$ cat config.mk
export PLATFORM = sky130hd
export DESIGN_NAME = tracking_position_output_port
export DESIGN_NICKNAME = d
export VERILOG_FILES = /design/src/logic/tpo_pkg.sv /design/src/logic/tracking_position_output_port.sv /design/src/logic/pulse_timer.sv /design/src/logic/data_port_mux.sv
export VERILOG_INCLUDE_DIRS = /design/src /design/src/logic
export SDC_FILE = /design/constraint.sdc
export NUM_CORES = 1
export LEC_CHECK = 0
export ABC_AREA = 1
export ABC_CLOCK_PERIOD_IN_PS = 2900
export BUFFER_PORTS_ARGS = -buffer_cell sky130_fd_sc_hd__buf_2
export CORE_MARGIN = 2
export CORE_UTILIZATION = 44
export DETAILED_ROUTE_END_ITERATION = 10
export HOLD_SLACK_MARGIN = 0.02
export PLACE_DENSITY = 0.66
export SLEW_MARGIN = 0
export SYNTH_ARGS = -nofsm -noshare
export SYNTH_HDL_FRONTEND = slang
export SYNTH_SLANG_ARGS = --single-unit
$ cat constraint.sdc
create_clock -name mclk -period 2.9 [get_ports mclk]
set_input_delay 0.145 -clock mclk [delete_from_list [all_inputs] [get_ports mclk]]
set_output_delay 0.145 -clock mclk [all_outputs]
set_load 0.03 [all_outputs]
$ cat src/logic/tpo_defs.svh
/*
  Constants for the tracking position output port: bus offsets, reset values and timing counts.
  Assumes a 10 MHz mclk; every cycle count is derived from its time in nanoseconds.
*/
`ifndef TPO_DEFS_SVH
`define TPO_DEFS_SVH

`define TPO_CLK_PERIOD_NS 100
`define TPO_BUSY_WIDTH_NS 200
`define TPO_BUSY_CYCLES ((`TPO_BUSY_WIDTH_NS + `TPO_CLK_PERIOD_NS - 1) / `TPO_CLK_PERIOD_NS)
`define TPO_CARRY_MIN_NS 300
`define TPO_CARRY_CYCLES ((`TPO_CARRY_MIN_NS + `TPO_CLK_PERIOD_NS - 1) / `TPO_CLK_PERIOD_NS)
`define TPO_HOLD_VALID_NS 600
`define TPO_HOLD_VALID_CYCLES (`TPO_HOLD_VALID_NS / `TPO_CLK_PERIOD_NS)
`define TPO_SENSE_EDGES 2'h2

`define TPO_OFF_STATUS 12'h000
`define TPO_OFF_LATCH 12'h004
`define TPO_OFF_PRESET 12'h008

`define TPO_POS_RESET 16'h0000
`define TPO_LSB_BASE_SHIFT 3'h6

`endif

$ cat src/logic/tpo_pkg.sv
/*
  Types shared by the tracking position output port and its helpers.
  Assumes nothing beyond a SystemVerilog compiler.
*/
package tpo_pkg;

  typedef logic [1:0] res_sel_t;

  typedef enum logic [1:0] {ST_IDLE, ST_LEAD, ST_ARM, ST_BUSY} state_t;

  typedef enum logic [1:0] {OP_STEP, OP_PRESET, OP_REFRESH} op_t;

  typedef struct packed {
    logic [11:0] zero;
    logic hold;
    logic busy;
    logic carry;
    logic up;
    logic [15:0] count;
  } status_t;

  typedef struct packed {
    logic [15:0] data;
    logic [15:0] oe_n;
  } data_port_t;

endpackage

$ cat src/logic/tracking_position_output_port.sv
/*
  Digital output section of a tracking position converter: step counter, busy pulses,
  output latches with hold, byte-selectable three-state port, revolution carry and direction,
  plus an APB slave for status, latch readback and counter preset.
  Assumes step_req pulses come from the tracking loop and host pins are synchronous to mclk.
*/
// What this block does
// - Position latches stable soon after hold low
// - One busy pulse per one-LSB counter step
// - Hold freezes latches only; counter keeps running
// - Releasing hold launches one refreshing busy pulse
// - Disabled port floats; enabled port drives latches
// - Enable and byte select never touch counter
// - Low byte always on lower data lines
// - Upper lines: high byte or duplicated low byte
// - Bits unused at lower resolution read low
// - Major carry raises revolution carry output
// - Revolution carry lasts at least 300 ns
// - Carry rises before busy, clears before next unless direction changed
// - Direction change holds carry two busy edges
// - Direction changes before its busy and carry
// - Direction may toggle between steps; tolerate it
// - Carry and direction ignore the hold
`timescale 1ns/1ns
`include "tpo_defs.svh"
module tracking_position_output_port
  import tpo_pkg::*;
#(
  parameter int BUSY_CYCLES = `TPO_BUSY_CYCLES,
  parameter int CARRY_CYCLES = `TPO_CARRY_CYCLES
) (
  // Clock and reset
  input wire logic mclk,
  input wire logic resetn,
  // APB slave
  input wire logic psel,
  input wire logic penable,
  input wire logic pwrite,
  input wire logic [11:0] paddr,
  input wire logic [31:0] pwdata,
  output logic [31:0] prdata,
  output logic pready,
  output logic pslverr,
  // Tracking loop steps
  input wire logic step_req,
  input wire logic step_dir_up,
  // Host control pins
  input wire logic latch_hold_n,
  input wire logic out_enable_n,
  input wire logic byte_select_hi,
  input wire logic resolution_select_0,
  input wire logic resolution_select_1,
  // Status pins and data port
  output logic busy,
  output logic revolution_carry_out,
  output logic rotation_up,
  output data_port_t data_port
);

  function automatic logic [15:0] lsb_weight(input res_sel_t r);
    lsb_weight = 16'h0001 << (`TPO_LSB_BASE_SHIFT - {r, 1'b0});
  endfunction

  function automatic logic [15:0] pos_mask(input res_sel_t r);
    pos_mask = ~(lsb_weight(r) - 16'h0001);
  endfunction

  function automatic logic is_mapped(input logic [11:0] a);
    is_mapped = (a == `TPO_OFF_STATUS) || (a == `TPO_OFF_LATCH) || (a == `TPO_OFF_PRESET);
  endfunction

  res_sel_t res;
  state_t state_reg;
  op_t op_reg;
  logic step_up_reg;
  logic step_pend_reg;
  logic pend_up_reg;
  logic preset_pend_reg;
  logic refresh_pend_reg;
  logic hold_n_prev_reg;
  logic [15:0] preset_val_reg;
  logic [15:0] count_reg;
  logic [15:0] count_next;
  logic [15:0] latch_reg;
  logic [7:0] carry_cnt_reg;
  logic [1:0] sense_stable_reg;
  logic idle;
  logic take_step;
  logic take_preset;
  logic take_refresh;
  logic busy_start;
  logic wrap;
  logic bus_write;
  logic dir_change;
  status_t status;

  assign res = {resolution_select_1, resolution_select_0};
  assign idle = (state_reg == ST_IDLE);
  assign take_step = idle && step_pend_reg;
  assign take_preset = idle && !step_pend_reg && preset_pend_reg;
  assign take_refresh = idle && !step_pend_reg && !preset_pend_reg && refresh_pend_reg;
  assign busy_start = (state_reg == ST_ARM);
  assign wrap = step_up_reg ? (count_reg == pos_mask(res)) : (count_reg == 16'h0000);
  assign bus_write = psel && penable && pready && pwrite;
  assign dir_change = step_req && (step_dir_up != rotation_up);

  // Step requests wait here; direction is shown as soon as a step is requested
  always_ff @(posedge mclk or negedge resetn) begin
    if (!resetn) begin
      step_pend_reg <= 1'b0;
      pend_up_reg <= 1'b1;
      rotation_up <= 1'b1;
    end else begin
      if (step_req) begin
        pend_up_reg <= step_dir_up;
        rotation_up <= step_dir_up;
      end
      step_pend_reg <= step_req || (step_pend_reg && !take_step);
    end
  end

  // Hold release queues one refresh; a new release wins over the take
  always_ff @(posedge mclk or negedge resetn) begin
    if (!resetn) begin
      hold_n_prev_reg <= 1'b1;
      refresh_pend_reg <= 1'b0;
    end else begin
      hold_n_prev_reg <= latch_hold_n;
      refresh_pend_reg <= (latch_hold_n && !hold_n_prev_reg) || (refresh_pend_reg && !take_refresh);
    end
  end

  // Sequencer: direction settles, then carry, then busy with the data update
  always_ff @(posedge mclk or negedge resetn) begin
    if (!resetn) begin
      state_reg <= ST_IDLE;
      op_reg <= OP_REFRESH;
      step_up_reg <= 1'b1;
    end else begin
      unique case (state_reg)
        ST_IDLE: begin
          if (take_step) begin
            op_reg <= OP_STEP;
            step_up_reg <= pend_up_reg;
            state_reg <= ST_LEAD;
          end else if (take_preset) begin
            op_reg <= OP_PRESET;
            state_reg <= ST_LEAD;
          end else if (take_refresh) begin
            op_reg <= OP_REFRESH;
            state_reg <= ST_LEAD;
          end
        end
        ST_LEAD: begin
          state_reg <= ST_ARM;
        end
        ST_ARM: begin
          state_reg <= ST_BUSY;
        end
        ST_BUSY: begin
          if (!busy) begin
            state_reg <= ST_IDLE;
          end
        end
      endcase
    end
  end

  pulse_timer #(
    .CYCLES(BUSY_CYCLES)
  ) u_busy (
    .mclk(mclk),
    .resetn(resetn),
    .start(busy_start),
    .pulse_reg(busy)
  );

  // Counter value taken at the busy edge, always masked to the resolution
  always_comb begin
    unique case (op_reg)
      OP_STEP: count_next = (step_up_reg ? count_reg + lsb_weight(res) : count_reg - lsb_weight(res)) & pos_mask(res);
      OP_PRESET: count_next = preset_val_reg & pos_mask(res);
      default: count_next = count_reg & pos_mask(res);
    endcase
  end

  // Counter runs regardless of hold, enable or byte select
  always_ff @(posedge mclk or negedge resetn) begin
    if (!resetn) begin
      count_reg <= `TPO_POS_RESET;
    end else if (busy_start) begin
      count_reg <= count_next;
    end
  end

  // Latches copy the counter on each busy pulse unless held
  always_ff @(posedge mclk or negedge resetn) begin
    if (!resetn) begin
      latch_reg <= `TPO_POS_RESET;
    end else if (busy_start && latch_hold_n) begin
      latch_reg <= count_next;
    end
  end

  // Revolution carry: set ahead of busy, held for its minimum width and sense stability
  always_ff @(posedge mclk or negedge resetn) begin
    if (!resetn) begin
      revolution_carry_out <= 1'b0;
      carry_cnt_reg <= 8'h00;
      sense_stable_reg <= `TPO_SENSE_EDGES;
    end else if (state_reg == ST_LEAD && op_reg == OP_STEP && wrap) begin
      revolution_carry_out <= 1'b1;
      carry_cnt_reg <= 8'h00;
      sense_stable_reg <= dir_change ? 2'h0 : `TPO_SENSE_EDGES;
    end else if (revolution_carry_out) begin
      if (carry_cnt_reg != 8'hFF) begin
        carry_cnt_reg <= carry_cnt_reg + 8'h01;
      end
      if (dir_change) begin
        sense_stable_reg <= 2'h0;
      end else if (busy_start && sense_stable_reg != `TPO_SENSE_EDGES) begin
        sense_stable_reg <= sense_stable_reg + 2'h1;
      end
      if (carry_cnt_reg >= 8'(CARRY_CYCLES - 1) && sense_stable_reg == `TPO_SENSE_EDGES) begin
        revolution_carry_out <= 1'b0;
      end
    end
  end

  data_port_mux u_port (
    .mclk(mclk),
    .resetn(resetn),
    .latch_val(latch_reg),
    .byte_select_hi(byte_select_hi),
    .out_enable_n(out_enable_n),
    .port_reg(data_port)
  );

  always_comb begin
    status.zero = 12'h000;
    status.hold = !latch_hold_n;
    status.busy = busy;
    status.carry = revolution_carry_out;
    status.up = rotation_up;
    status.count = count_reg;
  end

  // APB: answer prepared in the setup cycle, ready on the first access cycle
  always_ff @(posedge mclk or negedge resetn) begin
    if (!resetn) begin
      pready <= 1'b0;
      pslverr <= 1'b0;
      prdata <= 32'h0000_0000;
    end else if (psel && !penable) begin
      pready <= 1'b1;
      pslverr <= !is_mapped(paddr);
      if (pwrite || !is_mapped(paddr)) begin
        prdata <= 32'h0000_0000;
      end else if (paddr == `TPO_OFF_STATUS) begin
        prdata <= status;
      end else if (paddr == `TPO_OFF_LATCH) begin
        prdata <= {16'h0000, latch_reg};
      end else begin
        prdata <= {16'h0000, preset_val_reg};
      end
    end else begin
      pready <= 1'b0;
      pslverr <= 1'b0;
    end
  end

  // Preset write loads the counter through a normal busy cycle
  always_ff @(posedge mclk or negedge resetn) begin
    if (!resetn) begin
      preset_val_reg <= `TPO_POS_RESET;
      preset_pend_reg <= 1'b0;
    end else begin
      if (bus_write && paddr == `TPO_OFF_PRESET) begin
        preset_val_reg <= pwdata[15:0];
      end
      preset_pend_reg <= (bus_write && paddr == `TPO_OFF_PRESET) || (preset_pend_reg && !take_preset);
    end
  end
endmodule

$ cat src/logic/pulse_timer.sv
/*
  One-shot pulse of a fixed number of clock cycles, output straight from a flip-flop.
  Assumes start is a one-cycle request that does not arrive while the pulse is high.
*/
`timescale 1ns/1ns
module pulse_timer #(
  parameter int CYCLES = 2
) (
  // Clock and reset
  input wire logic mclk,
  input wire logic resetn,
  // Request and pulse
  input wire logic start,
  output logic pulse_reg
);

  logic [7:0] left_reg;

  always_ff @(posedge mclk or negedge resetn) begin
    if (!resetn) begin
      pulse_reg <= 1'b0;
      left_reg <= 8'h00;
    end else if (start) begin
      pulse_reg <= 1'b1;
      left_reg <= 8'(CYCLES - 1);
    end else if (left_reg != 8'h00) begin
      left_reg <= left_reg - 8'h01;
    end else begin
      pulse_reg <= 1'b0;
    end
  end

endmodule

$ cat src/logic/data_port_mux.sv
/*
  Three-state byte-selectable data port stage, registered.
  Assumes latch_val is already masked to the selected resolution.
*/
`timescale 1ns/1ns
module data_port_mux
  import tpo_pkg::*;
(
  // Clock and reset
  input wire logic mclk,
  input wire logic resetn,
  // Position and host selects
  input wire logic [15:0] latch_val,
  input wire logic byte_select_hi,
  input wire logic out_enable_n,
  // Pins
  output data_port_t port_reg
);

  // Only the pins react to the selects; nothing feeds back into the counter
  always_ff @(posedge mclk or negedge resetn) begin
    if (!resetn) begin
      port_reg.data <= 16'h0000;
      port_reg.oe_n <= 16'hFFFF;
    end else begin
      port_reg.oe_n <= {16{out_enable_n}};
      port_reg.data[7:0] <= out_enable_n ? 8'h00 : latch_val[7:0];
      if (out_enable_n) begin
        port_reg.data[15:8] <= 8'h00;
      end else begin
        port_reg.data[15:8] <= byte_select_hi ? latch_val[15:8] : latch_val[7:0];
      end
    end
  end
endmodule

==> results.cfg <==
[floorplan]
die_h_um = 128
core-area_um2 = 15100
rows = 45
io-pin-count = 125
start_util = 0.447
fp.dieArea_um2 = 16400
die_w_um = 128

[global_route]
grt_max_degree = 67
grt_pass1_wl_um = 27200
track_usage = 0.214
grt_overflow_total = 0
grt_pass1_vias = 5333
grt_antenna_before_repair = 1

[clock_tree]
clock_path_buffers = 2
cts_tree = yes
cts.clk_slew.worst_paths_ps = 50
clock-sinks = 117
clock_latency_ps = 420
root_buffer = clkbuf_16
htreeDepth = 4
cts_made_buffers = 17
postCtsSetupRepairBufs = 0

[routing]
ant_nets = 0
num_vias = 5911
routedWlPerCell_um = 14.4
wl_um = 16700
drt_first_pass_iters = 5
drtIter0Drc = 415
viasPerCell = 5.09
drc = 0

[final_layout]
fillers = 1405
final_cells = 1162
multiInputGateArea_um2 = 3130
layout.nets = 1045
area_growth_pct = 19.3
post-route-util = 0.534
regArea_um2 = 2940
mostFrequentLayoutCells = 196 x nand2_1, 114 x inv_1, 111 x dfrtp_1
largest_reg_flops = 20
drive_above_1_share = 0.178
layout_commonest_cell = nand2_1
antenna_cells = 0

[logic_synthesis]
synth.cell_area_um2 = 6780
ys.flop_type = dfrtp_1
synthArstFlopShare = 1.00
postSynthAreaPerCell_um2 = 7.93
syn_inst = 855
ys_types = 49
synth_seq_cells = 117
ys_seq_area_frac = 0.433
synth_edf_count = 0
yosysWarnings = 0

[placement]
place.gp.congestion = 0.958
dp_cells = 1108
io_buffer_count = 96
dp_hpwl_um = 12000

[timing]
setup_viol = 0
final-max-slew-violation-count = 0
hold_viol = 0
hold_ws_ps = 119
fin_tns_setup_ps = 0
worst_pin_slew_ps = 862
rsz0062_at_grt = false
fin_crit_sh = 0.868
max_freq_mhz = 397
relSlewSlack = 0.425
timing.clock.skew_ps = 10.1
min_period_ps = 2520

[power_and_ir_drop]
finalPower_mw = 7.76
ir_drop_v = 0.000548
total_leakage_power_nw = 4.26
power.density_nw_per_um2 = 961

[critical_path]
worstSetupEndpointType = flip-flop
cp-start-kind = flip-flop
cp_max_fo = 9
critical_path_class = reg2reg
arrival_ps = 2820
required_ps = 3200

[min_path]
hold_path_class = in2reg

[run_status]
outcome = finished, final reports clean

[job]
maxCapViolCount = 0
[cells in the mapped netlist (2+ instances only)]
library cell / n / area share
or2_2: 4 / 0.0037
dfrtp_1: 111 / 0.41
nor3_1: 3 / 0.0022
o21ai_1: 31 / 0.023
xnor2_1: 4 / 0.0052
a21oi_1: 37 / 0.027
nand3_1: 60 / 0.044
o21ai_0: 69 / 0.051
buf_2: 3 / 0.0022
nand2_1: 196 / 0.11
mux2_4: 9 / 0.020
clkbuf_1: 18 / 0.010
ha_1: 26 / 0.048
nand3b_1: 5 / 0.0055
o211ai_1: 4 / 0.0044
nand4_1: 10 / 0.0092
nor2_4: 2 / 0.0033
nor4_1: 2 / 0.0018
nor2_1: 58 / 0.032
nand2_2: 3 / 0.0028
mux2_2: 7 / 0.012
xor2_1: 9 / 0.012
inv_1: 114 / 0.063
and2_1: 2 / 0.0018
a211oi_1: 9 / 0.010
buf_6: 2 / 0.0033
nor3_4: 2 / 0.0048
buf_4: 27 / 0.030
dfstp_2: 6 / 0.023
o22ai_1: 3 / 0.0028
[path summary, 6_finish.rpt]
check	startpoint	end	slack, ps	cells past startpoint
min	byte_select_hi	u_port.port_reg[25]	120	3
min in group asynchronous	resetn	count_reg[12]	370	2
min reg2reg	prdata[16]	prdata[16]	480	2
max	step_up_reg	latch_reg[14]	380	14
max in group asynchronous	resetn	op_reg[1]	1640	3
max reg2reg	step_up_reg	latch_reg[14]	380	14
[logic make-up (layout without fill, tap and decap cells)]
family	after synthesis	count (layout)	synth area share
AND/OR/NAND/NOR	352	352	0.227
AO/OA/AOI/OAI	162	162	0.130
multiplexers	16	16	0.0316
buffers and inverters	167	275	0.110
flip-flops	117	117	0.433
XOR/XNOR	13	13	0.0168
adder cells (fa/ha/maj)	27	27	0.0510
other	1	12	0.000553
[power breakdown]
part	switching, mW	internal, mW
Combinational	2.15	1.16
Sequential	0.402	2.05
Clock	0.725	1.28
[critical path: stages (launching register included)]
cell	delay (ps)
dfstp_2	610
inv_1	180
nand2_1	140
inv_1	110
ha_1	420
nand2_1	100
nor2_1	130
and2_1	130
nand2_1	70
nand2_1	80
nand2_1	50
nand3_1	120
nand3_1	120
nand2_1	80
nand2_1	60
[layout make-up]
class	count	area share
timing repair buffer	128	0.0966
multi-input combinational	582	0.388
clock buffer	22	0.0562
inverter	116	0.0540
sequential	117	0.363
clock inverter	9	0.0130
tap	188	0.0291
[stage by stage]
step / cell area [um2] / setup slack (ps)
after CTS: 8080 / 403
after global routing: 8080 / 105
after detailed placement: 7290 / 422
after global placement: 7290 / 434
final: 8080 / 382
after floorplan: 6820 / 740
[metal layers]
layer	wire length (um)	GRT usage	up-vias	share of wire
li1	-	-	2962	-
met1	7780	0.289	2765	0.47
met2	7850	0.344	159	0.47
met5	13	0	-	0.00078
met4	260	0.0659	2	0.016
met3	796	0.0505	23	0.048
[timing repair]
item                                   CTS  global route
hold buffers                            23             0
gates resized for setup                  0             0
endpoints found under the hold margin   85             0
Note: power is estimated with default switching activity, not from simulation.
